--- config.mk ---
export PLATFORM = sky130hd
export DESIGN_NAME = spsmc_top
export DESIGN_NICKNAME = d
export VERILOG_FILES = /design/src/design/spsmc_pkg.sv /design/src/design/spsmc_top.sv
export SDC_FILE = /design/constraint.sdc
export NUM_CORES = 1
export LEC_CHECK = 0
export ABC_CLOCK_PERIOD_IN_PS = 2400
export BUFFER_PORTS_ARGS = -buffer_cell sky130_fd_sc_hd__buf_4
export CAP_MARGIN = 5
export CORE_MARGIN = 1.5
export CORE_UTILIZATION = 45
export DETAILED_ROUTE_END_ITERATION = 16
export PLACE_DENSITY = 0.79
export SLEW_MARGIN = 40
export SYNTH_ARGS = -nofsm -noshare
export SYNTH_HDL_FRONTEND = slang
export SYNTH_SLANG_ARGS = --single-unit
--- constraint.sdc ---
create_clock -name mclk -period 2.4 [get_ports mclk]
set_input_delay 0.12 -clock mclk [delete_from_list [all_inputs] [get_ports mclk]]
set_output_delay 0.12 -clock mclk [all_outputs]
set_load 0.02 [all_outputs]
--- src/design/spsmc_pkg.sv ---
// Package for the serial port status and modem control block.
package spsmc_pkg;
	// ==========================================================
	// Protocol modes
	typedef enum logic [2:0]
	{
		SPSMC_RAW = 3'h0,
		SPSMC_FRAMED = 3'h1,
		SPSMC_ACKED = 3'h2,
		SPSMC_DRIVE = 3'h3,
		SPSMC_MB_MASTER = 3'h4,
		SPSMC_MB_SLAVE = 3'h5
	} spsmc_mode_t;

	// ==========================================================
	// Register offsets
	localparam logic [3:0] SPSMC_A_CTRL = 4'h0;
	localparam logic [3:0] SPSMC_A_SEND = 4'h1;
	localparam logic [3:0] SPSMC_A_EVENT = 4'h2;
	localparam logic [3:0] SPSMC_A_RESULT = 4'h3;
	localparam logic [3:0] SPSMC_A_RXLEN = 4'h4;
	localparam logic [3:0] SPSMC_A_RXERR = 4'h5;
	localparam logic [3:0] SPSMC_A_MODEM = 4'h6;
	localparam logic [3:0] SPSMC_A_MSTAT = 4'h7;
	localparam logic [3:0] SPSMC_A_MBFC = 4'h8;

	// ==========================================================
	// Field positions
	localparam int SPSMC_CTRL_MODE = 0;
	localparam int SPSMC_CTRL_HS = 4;
	localparam int SPSMC_CTRL_CFG = 6;
	localparam int SPSMC_CTRL_PRESENT = 7;
	localparam int SPSMC_MW_DTR = 0;
	localparam int SPSMC_MW_RTS = 1;
	localparam int SPSMC_MW_MASK = 8;
	localparam int SPSMC_RXE_OVR = 1;
	localparam int SPSMC_RXE_PAR = 2;
	localparam int SPSMC_RXE_FRM = 3;
	localparam int SPSMC_SEND_BAD = 9;
	localparam int SPSMC_SEND_FULL = 10;

	// ==========================================================
	// Result codes
	localparam logic [15:0] SPSMC_RC_DONE = 16'h0000;
	localparam logic [15:0] SPSMC_RC_EMPTY = 16'h1000;
	localparam logic [15:0] SPSMC_RC_BUFFERED = 16'h7001;
	localparam logic [15:0] SPSMC_RC_ACTIVE = 16'h7002;
	localparam logic [15:0] SPSMC_RC_OK = 16'h2000;
	localparam logic [15:0] SPSMC_RC_OK_ERR = 16'h2001;
	localparam logic [15:0] SPSMC_RC_NO_IF = 16'h809A;
	localparam logic [15:0] SPSMC_RC_NO_CFG = 16'h809B;
	localparam logic [15:0] SPSMC_RC_OVFL = 16'h9000;
	localparam logic [15:0] SPSMC_RC_LONG = 16'h9001;
	localparam logic [15:0] SPSMC_RC_SHORT = 16'h9002;
	localparam logic [15:0] SPSMC_RC_BADCH = 16'h9004;
	localparam logic [15:0] SPSMC_RC_NAK = 16'h80FF;
	localparam logic [15:0] SPSMC_RC_NOACK = 16'h80FE;
	localparam logic [15:0] SPSMC_RC_NOSPACE = 16'h8080;
	localparam logic [15:0] SPSMC_RC_TMO = 16'h8090;
	localparam logic [15:0] SPSMC_RC_CSUM = 16'h80F0;
	localparam logic [15:0] SPSMC_RC_RLONG = 16'h80FD;
	localparam logic [7:0] SPSMC_HI_OK = 8'h20;
	localparam logic [7:0] SPSMC_HI_ERR = 8'h80;
	localparam logic [7:0] SPSMC_HI_NOEX = 8'h90;
	localparam logic [7:0] SPSMC_FC_ERR = 8'h80;
	localparam logic [8:0] SPSMC_MAX_LEN = 9'h100;
	localparam logic [8:0] SPSMC_MIN2 = 9'h002;

	// ==========================================================
	// Event codes posted by the engine
	localparam logic [3:0] SPSMC_EV_NONE = 4'h0;
	localparam logic [3:0] SPSMC_EV_BUF = 4'h1;
	localparam logic [3:0] SPSMC_EV_LINE = 4'h2;
	localparam logic [3:0] SPSMC_EV_DONE = 4'h3;
	localparam logic [3:0] SPSMC_EV_NAK = 4'h4;
	localparam logic [3:0] SPSMC_EV_NOACK = 4'h5;
	localparam logic [3:0] SPSMC_EV_NOSPACE = 4'h6;
	localparam logic [3:0] SPSMC_EV_TMO = 4'h7;
	localparam logic [3:0] SPSMC_EV_CSUM = 4'h8;
	localparam logic [3:0] SPSMC_EV_RLONG = 4'h9;
	localparam logic [3:0] SPSMC_EV_BADFC = 4'hA;
	localparam logic [3:0] SPSMC_EV_ADDR = 4'hB;
	localparam logic [3:0] SPSMC_EV_DIAG_OK = 4'hC;
	localparam logic [3:0] SPSMC_EV_DIAG_ERR = 4'hD;
	localparam logic [3:0] SPSMC_EV_DIAG_NOEX = 4'hE;
	localparam logic [3:0] SPSMC_EV_OK_ERR = 4'hF;

	// Bus request carrier.
	typedef struct packed
	{
		logic [3:0] addr;
		logic [15:0] wdata;
		logic wr;
		logic rd;
	} spsmc_bus_t;

	// Modem input lines.
	typedef struct packed
	{
		logic cd;
		logic ri;
		logic dsr;
		logic cts;
	} spsmc_lines_t;
endpackage

--- src/design/spsmc_top.sv ---
// Status, result code and modem line logic of a serial port.
//
// Strobed register access and the register offsets were left to the implementer.
`timescale 1ns/10ps
module spsmc_top
(
	input wire logic mclk,
	input wire logic resetn,
	input wire spsmc_pkg::spsmc_bus_t bus,
	output logic [15:0] rdata,
	input wire logic [3:0] ev_code,
	input wire logic [7:0] ev_diag,
	input wire logic [8:0] rx_count,
	input wire logic rx_user_ok,
	input wire logic rx_area_small,
	input wire logic [2:0] rx_line_err,
	input wire spsmc_pkg::spsmc_lines_t lines_in,
	input wire logic [7:0] mb_fc,
	input wire logic mb_fail,
	input wire logic mb_fc_valid,
	output logic dtr,
	output logic rts,
	output logic send_go,
	output logic [8:0] send_len,
	output logic [1:0] mb_area
);
	import spsmc_pkg::*;

	// ==========================================================
	// Registers
	logic [7:0] ctrl_q;
	logic [15:0] result_q, result_d;
	logic [8:0] rxlen_q;
	logic [15:0] rxres_q;
	logic [3:0] rxerr_q;
	logic dtr_q, rts_q;
	logic [3:0] delta_q, delta_d;
	logic [7:0] fc_q;
	logic [1:0] area_q;
	logic [15:0] rdata_q;
	logic go_q;
	logic [8:0] len_q;
	spsmc_lines_t s1_q, s2_q, prev_q;

	spsmc_mode_t mode;
	logic [1:0] hs;
	logic present, configured;
	assign mode = spsmc_mode_t'(ctrl_q[SPSMC_CTRL_MODE +: 3]);
	assign hs = ctrl_q[SPSMC_CTRL_HS +: 2];
	assign configured = ctrl_q[SPSMC_CTRL_CFG];
	assign present = ctrl_q[SPSMC_CTRL_PRESENT];

	// Decoded strobes.
	wire wr_ctrl = bus.wr && bus.addr == SPSMC_A_CTRL;
	wire wr_send = bus.wr && bus.addr == SPSMC_A_SEND;
	wire wr_modem = bus.wr && bus.addr == SPSMC_A_MODEM;
	wire rd_mstat = bus.rd && bus.addr == SPSMC_A_MSTAT;
	wire [8:0] req_len = bus.wdata[8:0];
	wire req_bad = bus.wdata[SPSMC_SEND_BAD];
	wire req_full = bus.wdata[SPSMC_SEND_FULL];

	// Length limits depend on the framing mode.
	wire long_checked = mode != SPSMC_RAW;
	wire two_min = mode == SPSMC_DRIVE || mode == SPSMC_MB_MASTER;
	wire too_long = long_checked && req_len > SPSMC_MAX_LEN;
	wire too_short = mode != SPSMC_MB_SLAVE && (two_min ? req_len < SPSMC_MIN2 : req_len == 9'h000);
	wire is_empty = req_len == 9'h000;

	// ==========================================================
	// Send request screening; a rejected request never reaches the line.
	logic accept;
	always_comb
	begin
		result_d = result_q;
		accept = 1'b0;
		if (wr_send)
		begin
			if (!present)
				result_d = SPSMC_RC_NO_IF;
			else if (!configured)
				result_d = SPSMC_RC_NO_CFG;
			else if (too_long)
				result_d = SPSMC_RC_LONG;
			else if (is_empty && mode == SPSMC_RAW)
				result_d = SPSMC_RC_EMPTY;
			else if (too_short)
				result_d = SPSMC_RC_SHORT;
			else if (mode == SPSMC_FRAMED && req_bad)
				result_d = SPSMC_RC_BADCH;
			else if (req_full && mode != SPSMC_MB_SLAVE)
				result_d = SPSMC_RC_OVFL;
			else
			begin
				result_d = SPSMC_RC_BUFFERED;
				accept = 1'b1;
			end
		end
		else
		begin
			unique case (ev_code)
				SPSMC_EV_NONE: result_d = result_q;
				SPSMC_EV_BUF: result_d = SPSMC_RC_BUFFERED;
				SPSMC_EV_LINE: result_d = SPSMC_RC_ACTIVE;
				SPSMC_EV_DONE: result_d = (mode == SPSMC_RAW || mode == SPSMC_FRAMED
					|| mode == SPSMC_MB_SLAVE) ? SPSMC_RC_DONE : SPSMC_RC_OK;
				SPSMC_EV_NAK: result_d = SPSMC_RC_NAK;
				SPSMC_EV_NOACK: result_d = SPSMC_RC_NOACK;
				SPSMC_EV_NOSPACE: result_d = SPSMC_RC_NOSPACE;
				SPSMC_EV_TMO: result_d = SPSMC_RC_TMO;
				SPSMC_EV_CSUM: result_d = SPSMC_RC_CSUM;
				SPSMC_EV_ADDR: result_d = SPSMC_RC_NAK;
				SPSMC_EV_RLONG: result_d = SPSMC_RC_RLONG;
				SPSMC_EV_BADFC: result_d = SPSMC_RC_NOACK;
				SPSMC_EV_DIAG_OK: result_d = {SPSMC_HI_OK, ev_diag};
				SPSMC_EV_DIAG_ERR: result_d = {SPSMC_HI_ERR, ev_diag};
				SPSMC_EV_DIAG_NOEX: result_d = {SPSMC_HI_NOEX, ev_diag};
				SPSMC_EV_OK_ERR: result_d = SPSMC_RC_OK_ERR;
			endcase
		end
	end

	// Result word and the send hand-off to the line engine.
	always_ff @(posedge mclk or negedge resetn)
	begin
		if (!resetn)
		begin
			result_q <= SPSMC_RC_DONE;
			go_q <= 1'b0;
			len_q <= 9'h000;
		end
		else
		begin
			result_q <= result_d;
			go_q <= accept;
			if (accept)
				len_q <= req_len;
		end
	end

	// ==========================================================
	// Receive side status, captured when the engine completes a frame.
	wire rx_done = ev_code == SPSMC_EV_DONE;
	always_ff @(posedge mclk or negedge resetn)
	begin
		if (!resetn)
		begin
			rxlen_q <= 9'h000;
			rxres_q <= SPSMC_RC_DONE;
			rxerr_q <= 4'h0;
		end
		else if (rx_done)
		begin
			rxlen_q <= (mode == SPSMC_RAW || rx_user_ok) ? rx_count : 9'h000;
			rxres_q <= rx_area_small ? SPSMC_RC_EMPTY : SPSMC_RC_DONE;
			rxerr_q <= (mode == SPSMC_RAW) ? {rx_line_err, 1'b0} : 4'h0;
		end
	end

	// ==========================================================
	// Modem lines: inputs pass two flops before any logic.
	wire spsmc_lines_t changed = spsmc_lines_t'(s2_q ^ prev_q);
	// Clear on read; a new change wins
	assign delta_d = (rd_mstat ? 4'h0 : delta_q) | changed;
	always_ff @(posedge mclk or negedge resetn)
	begin
		if (!resetn)
		begin
			s1_q <= '0;
			s2_q <= '0;
			prev_q <= '0;
			delta_q <= 4'h0;
		end
		else
		begin
			s1_q <= lines_in;
			s2_q <= s1_q;
			prev_q <= s2_q;
			delta_q <= delta_d;
		end
	end

	// Output line writes honour mask and handshake setting.
	wire line_wr_ok = wr_modem && hs == 2'h0;
	always_ff @(posedge mclk or negedge resetn)
	begin
		if (!resetn)
		begin
			dtr_q <= 1'b0;
			rts_q <= 1'b0;
			ctrl_q <= 8'h00;
		end
		else
		begin
			if (wr_ctrl)
				ctrl_q <= bus.wdata[7:0];
			if (line_wr_ok && bus.wdata[SPSMC_MW_MASK + SPSMC_MW_DTR])
				dtr_q <= bus.wdata[SPSMC_MW_DTR];
			if (line_wr_ok && bus.wdata[SPSMC_MW_MASK + SPSMC_MW_RTS])
				rts_q <= bus.wdata[SPSMC_MW_RTS];
		end
	end

	// ==========================================================
	// Slave function code answer and area selection.
	logic [1:0] area_d;
	always_comb
	begin
		unique case (mb_fc)
			8'h01, 8'h05: area_d = 2'h0;
			8'h02: area_d = 2'h1;
			8'h04: area_d = 2'h2;
			default: area_d = 2'h3;
		endcase
	end
	always_ff @(posedge mclk or negedge resetn)
	begin
		if (!resetn)
		begin
			fc_q <= 8'h00;
			area_q <= 2'h0;
		end
		else if (mb_fc_valid)
		begin
			fc_q <= mb_fail ? (mb_fc | SPSMC_FC_ERR) : mb_fc;
			area_q <= area_d;
		end
	end

	// ==========================================================
	// Read mux; unmapped addresses read zero.
	// Status byte layout
	wire [7:0] mstat = {2'b00, rts_q, dtr_q, s2_q.cd, s2_q.ri, s2_q.dsr, s2_q.cts};
	logic [15:0] rmux;
	always_comb
	begin
		unique case (bus.addr)
			SPSMC_A_CTRL: rmux = {8'h00, ctrl_q};
			SPSMC_A_RESULT: rmux = result_q;
			SPSMC_A_RXLEN: rmux = {7'h00, rxlen_q};
			SPSMC_A_RXERR: rmux = {12'h000, rxerr_q};
			SPSMC_A_EVENT: rmux = rxres_q;
			SPSMC_A_MSTAT: rmux = {4'h0, delta_q, mstat};
			SPSMC_A_MBFC: rmux = {6'h00, area_q, fc_q};
			default: rmux = 16'h0000;
		endcase
	end
	always_ff @(posedge mclk or negedge resetn)
	begin
		if (!resetn)
			rdata_q <= 16'h0000;
		else
			rdata_q <= bus.rd ? rmux : 16'h0000;
	end

	assign rdata = rdata_q;
	assign dtr = dtr_q;
	assign rts = rts_q;
	assign send_go = go_q;
	assign send_len = len_q;
	assign mb_area = area_q;

	// ==========================================================
	// Assertions
	property p_empty;
		@(posedge mclk) disable iff (!resetn)
		wr_send && present && configured && mode == SPSMC_RAW && req_len == 9'h000
		|=> result_q == SPSMC_RC_EMPTY && !send_go;
	endproperty
	a_empty: assert property (p_empty) else $error("empty send code wrong");

	property p_long;
		@(posedge mclk) disable iff (!resetn)
		wr_send && present && configured && mode != SPSMC_RAW && req_len > SPSMC_MAX_LEN
		|=> result_q == SPSMC_RC_LONG && !send_go;
	endproperty
	a_long: assert property (p_long) else $error("long send not rejected");

	property p_noif;
		@(posedge mclk) disable iff (!resetn)
		wr_send && !present |=> result_q == SPSMC_RC_NO_IF;
	endproperty
	a_noif: assert property (p_noif) else $error("missing interface code wrong");

	property p_accept;
		@(posedge mclk) disable iff (!resetn)
		send_go |-> result_q == SPSMC_RC_BUFFERED;
	endproperty
	a_accept: assert property (p_accept) else $error("accepted send not busy");

	property p_hs_block;
		@(posedge mclk) disable iff (!resetn)
		wr_modem && hs != 2'h0 |=> $stable(dtr) && $stable(rts);
	endproperty
	a_hs_block: assert property (p_hs_block) else $error("line written under handshake");

	property p_mask;
		@(posedge mclk) disable iff (!resetn)
		wr_modem && !bus.wdata[SPSMC_MW_MASK + SPSMC_MW_DTR] |=> $stable(dtr);
	endproperty
	a_mask: assert property (p_mask) else $error("unmasked line changed");

	property p_delta_clr;
		@(posedge mclk) disable iff (!resetn)
		rd_mstat && changed == 4'h0 |=> delta_q == 4'h0;
	endproperty
	a_delta_clr: assert property (p_delta_clr) else $error("change flags not cleared");

	property p_delta_set;
		@(posedge mclk) disable iff (!resetn)
		s2_q.cts != prev_q.cts |=> delta_q[0];
	endproperty
	a_delta_set: assert property (p_delta_set) else $error("change not flagged");

	property p_fc_err;
		@(posedge mclk) disable iff (!resetn)
		mb_fc_valid && mb_fail |=> fc_q[7];
	endproperty
	a_fc_err: assert property (p_fc_err) else $error("error answer flag missing");

	c_go: cover property (@(posedge mclk) disable iff (!resetn) send_go);
	c_nak: cover property (@(posedge mclk) disable iff (!resetn) result_q == SPSMC_RC_NAK);
	c_delta: cover property (@(posedge mclk) disable iff (!resetn) rd_mstat && delta_q != 4'h0);
endmodule

# Word level (Yosys, flattened, before mapping)
# Index checks and enable logic that the tools add are counted.
# word_totals
regBits	107
out_inout_bits	30
word_cells	114
# op_classes
magnitude_cmp	2
eq_ne	33
muxes	27
bitwise_logic	2
n_reduce_logical	25
# ops
op	n
$pmux 16 s13	1
$mux 16	9
$pmux 16 s7	1
$eq 4x4->1 const B	9
$eq 4x3->1 const B	8
$eq 4x2->1 const B	4
$eq 8x3->1 const B	2
$mux 14	1
$mux 13	1
$logic_and 1x1->1	12
$gt 9x9->1 const B	1
$logic_not 9->1	1
$lt 9x2->1 const B	1
$mux 1	9
$mux 9	1
$eq 4x1->1 const B	2
$eq 8x1->1 const B	1
$eq 8x2->1 const B	1
$logic_not 4->1	2
$mux 4	2
$mux 8	1
$eq 3x3->1 const B	2
$pmux 2 s3	1
$reduce_or 2->1	3
other kinds (10)	13

# Logic depth before layout (Yosys ltp)
# logic_depth
word_depth	10
mapped_depth	8

# Least setup slack after synthesis
# Ideal clock, no wire load.
# synth_path
path_kind	input port to flip-flop
startpoint	input port bus[7] (netlist bit)
endpoint	register len_q[3], in the netlist send_len[3]
setup_time_ns	0.125
arrival_ns	2.023
setup_slack_ns	0.252
path_stages	6
n_path_buf	1
path_cell_list	or4_4 > or4_4 > o41ai_4 > a21oi_2 > buf_6 > mux2_4
# synth_between
elab_chain_len	9
word_cells_on_any_way	13
# synth_rtl
element	line	source
from (decl)	spsmc_top.sv:9	input wire spsmc_pkg::spsmc_bus_t bus,
$lt 9x2->1 or $logic_not 9->1 (tied branches)	spsmc_top.sv:66, spsmc_top.sv:67	
$mux 1	spsmc_top.sv:66	wire too_short = mode != SPSMC_MB_SLAVE && (two_min ? req_len < SPSMC_MIN2 : req_len == 9'h000);
$logic_and 1x1->1	spsmc_top.sv:66	
$mux 1	spsmc_top.sv:86	else if (too_short)
$mux 1	spsmc_top.sv:84	else if (is_empty && mode == SPSMC_RAW)
$mux 1 (*)	spsmc_top.sv:82	else if (too_long)
$mux 1 (*)	spsmc_top.sv:80	else if (!configured)
$mux 1 (*)	spsmc_top.sv:78	if (!present)
$mux 1 (*)	spsmc_top.sv:76	if (wr_send)
via accept	spsmc_top.sv:71	logic accept;
to (signal assigned)	spsmc_top.sv:136	len_q <= req_len;
to (decl)	spsmc_top.sv:42	logic [8:0] len_q;
# The timed path passes the listed nets; every way through them passes the cells marked *.
# A chain may end at the register's enable or synchronous reset.

# Worst setup path in the final report
# layout_path
startpoint	register ctrl_q[0]
endpoint	register len_q[1], in the netlist send_len[1]
# layout_between
elab_chain_len	10
word_cells_on_any_way	21
# layout_rtl
element	line	source
from (decl)	spsmc_top.sv:31	logic [7:0] ctrl_q;
from (signal assigned)	spsmc_top.sv:195	ctrl_q <= bus.wdata[7:0];
$ne 3x3->1, or another cell as far along	spsmc_top.sv:66, spsmc_top.sv:90	
$logic_and 1x1->1 or $logic_or 1x1->1 (tied branches)	spsmc_top.sv:90, spsmc_top.sv:64	
$mux 1 (on tied branches)	spsmc_top.sv:90, spsmc_top.sv:66	
$mux 1 or $logic_and 1x1->1 (tied branches)	spsmc_top.sv:88, spsmc_top.sv:66	
$mux 1	spsmc_top.sv:86	
$mux 1	spsmc_top.sv:84	
$mux 1 (*)	spsmc_top.sv:82	
$mux 1 (*)	spsmc_top.sv:80	
$mux 1 (*)	spsmc_top.sv:78	
$mux 1 (*)	spsmc_top.sv:76	
# Every way passes the cells marked *; elsewhere a longest branch is shown, timed or not.

==> summary by stage <==
Yosys
The cell area that synthesis handed to floorplanning was between 3000 and 4000 um^2. The share of async-settable or async-resettable flops after synthesis is 100%. The mean instance size in the synthesized netlist is 11.4 um^2. Ranked by total cell area, the synthesized netlist is headed by sky130_fd_sc_hd__dfrtp_1, sky130_fd_sc_hd__mux2_1, sky130_fd_sc_hd__nand2_1, sky130_fd_sc_hd__a22o_1, sky130_fd_sc_hd__a21oi_1. In this run, synthesis inferred 0 flip-flops with an integrated enable.

During synthesis, Yosys emitted a total of 0 warnings. The number of nets in the synthesized netlist is ~400. In the synthesized netlist, the cells that appear most often are sky130_fd_sc_hd__dfrtp_1, sky130_fd_sc_hd__nand2_1, sky130_fd_sc_hd__a21oi_1. The cell count after synthesis is roughly 340. Among all cell types in the netlist, the one instantiated most often is sky130_fd_sc_hd__dfrtp_1. The most frequently used flop master after synthesis is sky130_fd_sc_hd__dfrtp_1. The flip-flop and latch count after synthesis is between 80 and 90. Of the post-synthesis cell area, the dominant cell type holds 56.7%. In this run, distinct cell masters in the synthesized netlist total 53.

The cell type with the highest aggregate area in the netlist is sky130_fd_sc_hd__dfrtp_1. Sequential cells were found to cover a little under three fifths of the synthesized design area.

STA
Adding up every negative setup slack in the final design gives 0 ns. The slew at the pin closest to its max-slew limit is 0.612 ns. The clock arrives with between 0.01 and 0.015 ns of skew. The achievable clock frequency is around 0.46 GHz. Headroom to the max-slew limit came out at 59.2%.

Setup repair after global routing left no endpoint under its margin. Setup violations remaining at the end of the flow were counted as 0. The number of max-slew violations in the final report is 0.

The worst path meets setup with roughly 0.24 ns of slack. The shortest period the worst path allows is around 2.2 ns. The final number of hold-violating endpoints is 0.

The part of the cycle the worst path needs is roughly 90%.

Final layout
The number of antenna diodes in the final layout is 0. At the end of the flow, the number of nets in the layout was approximately 520. In the final layout, the share of cells above drive strength 1 is between 20% and 30%.

Compared with the post-synthesis result, the final layout area differs by 33.3%. The number of standard cells in the final layout excluding fillers is 570.

Power and ir drop
In this run the power density over the cells is approximately 630 nW/um^2. The leakage power summed over all cells is 2.35 nW. The peak supply drop is around 0.27 mV.

Detailed routing
The routed design has 9920 um of wire. The number of design rule violations left after detail routing is 0. The final route contains roughly 3,300 vias.

The number of nets with antenna violations after routing is 0. The final routed wire length divided by cell count is 17.4 um. The length of the first detailed-routing pass in iterations is 7. The average vias per placed instance is around 5.7. The detailed router's first-iteration violation count is 283.

Floorplan
The overall die area is just over 9000 um^2. In this run the horizontal extent of the chip is ~95 um. The floorplan has 33 rows.

The vertical extent of the die is between 90 and 100 um. The placeable core area is between 8000 and 9000 um^2. 94 I/O pins were placed. The starting density of the core is between 40% and 50%.

Placement
The cell count after placement is ~530. OpenSTA, run right after detailed placement, puts the worst setup slack at roughly 0.0017 ns. Routability-driven placement finished with a final weighted congestion of approximately 0.9.

In this run the tool buffered the top-level ports with 88 buffer cells. After legalization and detailed placement, the total HPWL measured ~7000 um.

Clocking
The TritonCTS buffer count is 9. The buffer type at the clock tree root is sky130_fd_sc_hd__clkbuf_8. The H-tree depth is 3.

For the worst-skew pair, the clock arrives at the later sink with an insertion delay of 0.36 ns. No sink is reached through more buffers than the 2 on the longest clock path. Clock tree synthesis found a total of slightly below 90 sinks.

The CTS tree is done. The clock slew at the register clock pins of the worst setup and hold paths is ~0.090 ns. Post-CTS timing repair inserted 0 buffers for setup.

Global route
The initial antenna violation count is 0. The first-pass GRT wire length is 15,600 um. The number of global-route vias before repair is 3,124.

The all-layer global routing usage is a little under a quarter. Global routing finished with a remaining overflow of 0. Entering global routing, the biggest net connects 47 pins.

Job
The max-cap check violation count is 0.

Critical path
The required time of the worst setup path is 2.65 ns. Across all register-to-register paths, the minimum setup slack is between 0.2 and 0.25 ns. The start-to-end type of the worst setup path is reg2reg. At the worst endpoint, the arrival time is 2.41 ns.

The kind of capture point of the worst setup path is a flop. The critical path startpoint category is a flop. The highest fanout seen on the critical path is 12.

Worst hold path
The tightest min-delay check is of the in2reg type.

Status
The run finished with clean final reports.
layout make-up:
class,count,area (um^2)
repair buffers,126,1020
clock buffers,9,124
multi-input cells,228,1580
well taps,105,131
inverters,8,30.0
flip-flops and latches,87,2180
fillers,676,3140
clock inverters,7,56.3
where the power goes:
part | switching [mW] | leakage (nW) | internal [mW]
clock network | 0.562 | 0.0906 | 0.389
registers | 0.113 | 1.07 | 1.61
logic | 0.271 | 1.19 | 0.286
total | 0.946 | 2.35 | 2.28
registers in the layout, summed over array words and instances (netlist names):
register	cells
send_go	1
rxlen_q	9
result_q	12
dtr	1
mb_area	2
rxres_q	1
fc_q	8
ctrl_q	8
s1_q	4
send_len	9
mstat	4
delta_q	4
rts	1
prev_q	4
rdata	16
rxerr_q	3
cell families after synthesis:
logic type      share of synthesized area [%]
simple gates                             13.9
compound gates                           17.7
flops                                    56.7
mux                                      8.30
buf+inv                                  2.44
xor+xnor                                0.912
per-layer routing:
metal / vias to the layer above / share of wire [%] / global-route usage [%] / wire length [um]
li1: 1502 / - / - / -
met1: 1581 / 45 / 32.3 / 4440
met2: 142 / 46 / 35.1 / 4580
met3: 25 / 6.6 / 4.63 / 652
met4: 0 / 2.5 / 9.31 / 252
met5: - / 0 / 0 / 0
repair_timing:
action,in CTS,in global routing
gates resized for setup,0,1
endpoints found under the setup margin,0,2
hold buffers,26,0
hold endpoints to repair,71,0
cells in the final DEF (no fill, tap or decap), types with 4 or more instances in the layout:
master,count
sky130_fd_sc_hd__buf_4,99
sky130_fd_sc_hd__dfrtp_1,87
sky130_fd_sc_hd__nand2_1,34
sky130_fd_sc_hd__dlygate4sd3_1,26
sky130_fd_sc_hd__a21oi_1,24
sky130_fd_sc_hd__nor2_1,18
sky130_fd_sc_hd__a22o_1,14
sky130_fd_sc_hd__mux2_1,12
sky130_fd_sc_hd__a22oi_1,10
sky130_fd_sc_hd__clkbuf_8,9
sky130_fd_sc_hd__o21ai_1,8
sky130_fd_sc_hd__nand3_1,7
sky130_fd_sc_hd__a222oi_1,7
sky130_fd_sc_hd__mux2_2,7
sky130_fd_sc_hd__nor2b_1,6
sky130_fd_sc_hd__inv_1,6
sky130_fd_sc_hd__o21ai_0,6
sky130_fd_sc_hd__and2_1,5
sky130_fd_sc_hd__and3_1,5
sky130_fd_sc_hd__mux2_4,5
sky130_fd_sc_hd__nor3b_1,4
sky130_fd_sc_hd__nor3_1,4
sky130_fd_sc_hd__xnor2_1,4
sky130_fd_sc_hd__a211oi_1,4
worst paths after layout:
check,startpoint,endpoint,cells after the start
max in group asynchronous,resetn,fc_q[4],3
max reg2reg,ctrl_q[0],send_len[1],5
min in group asynchronous,resetn,result_q[15],2
min reg2reg,s1_q[1],mstat[1],0
min,bus[9],send_len[7],2
max,ctrl_q[0],send_len[1],5
worst max-delay path: stages (launching register included):
cell and delay (ns):
sky130_fd_sc_hd__dfrtp_1 0.44, sky130_fd_sc_hd__or3_1 0.40, sky130_fd_sc_hd__o211ai_1 0.16, sky130_fd_sc_hd__nand4_1 0.24, sky130_fd_sc_hd__a21oi_4 0.43, sky130_fd_sc_hd__mux2_1 0.36
through the flow:
step	hold slack [ns]	area, um^2	power, mW	util, %
floorplan	-0.176	3840	1.99	-
global placement	0.162	4670	2.24	56.6
detailed placement	0.179	4670	2.26	56.6
CTS	0.000736	5110	3.22	61.9
global route	0.00175	5120	3.37	62.0
finish	0.00634	5120	3.23	62.0
Power figures use the tool's default switching activity.
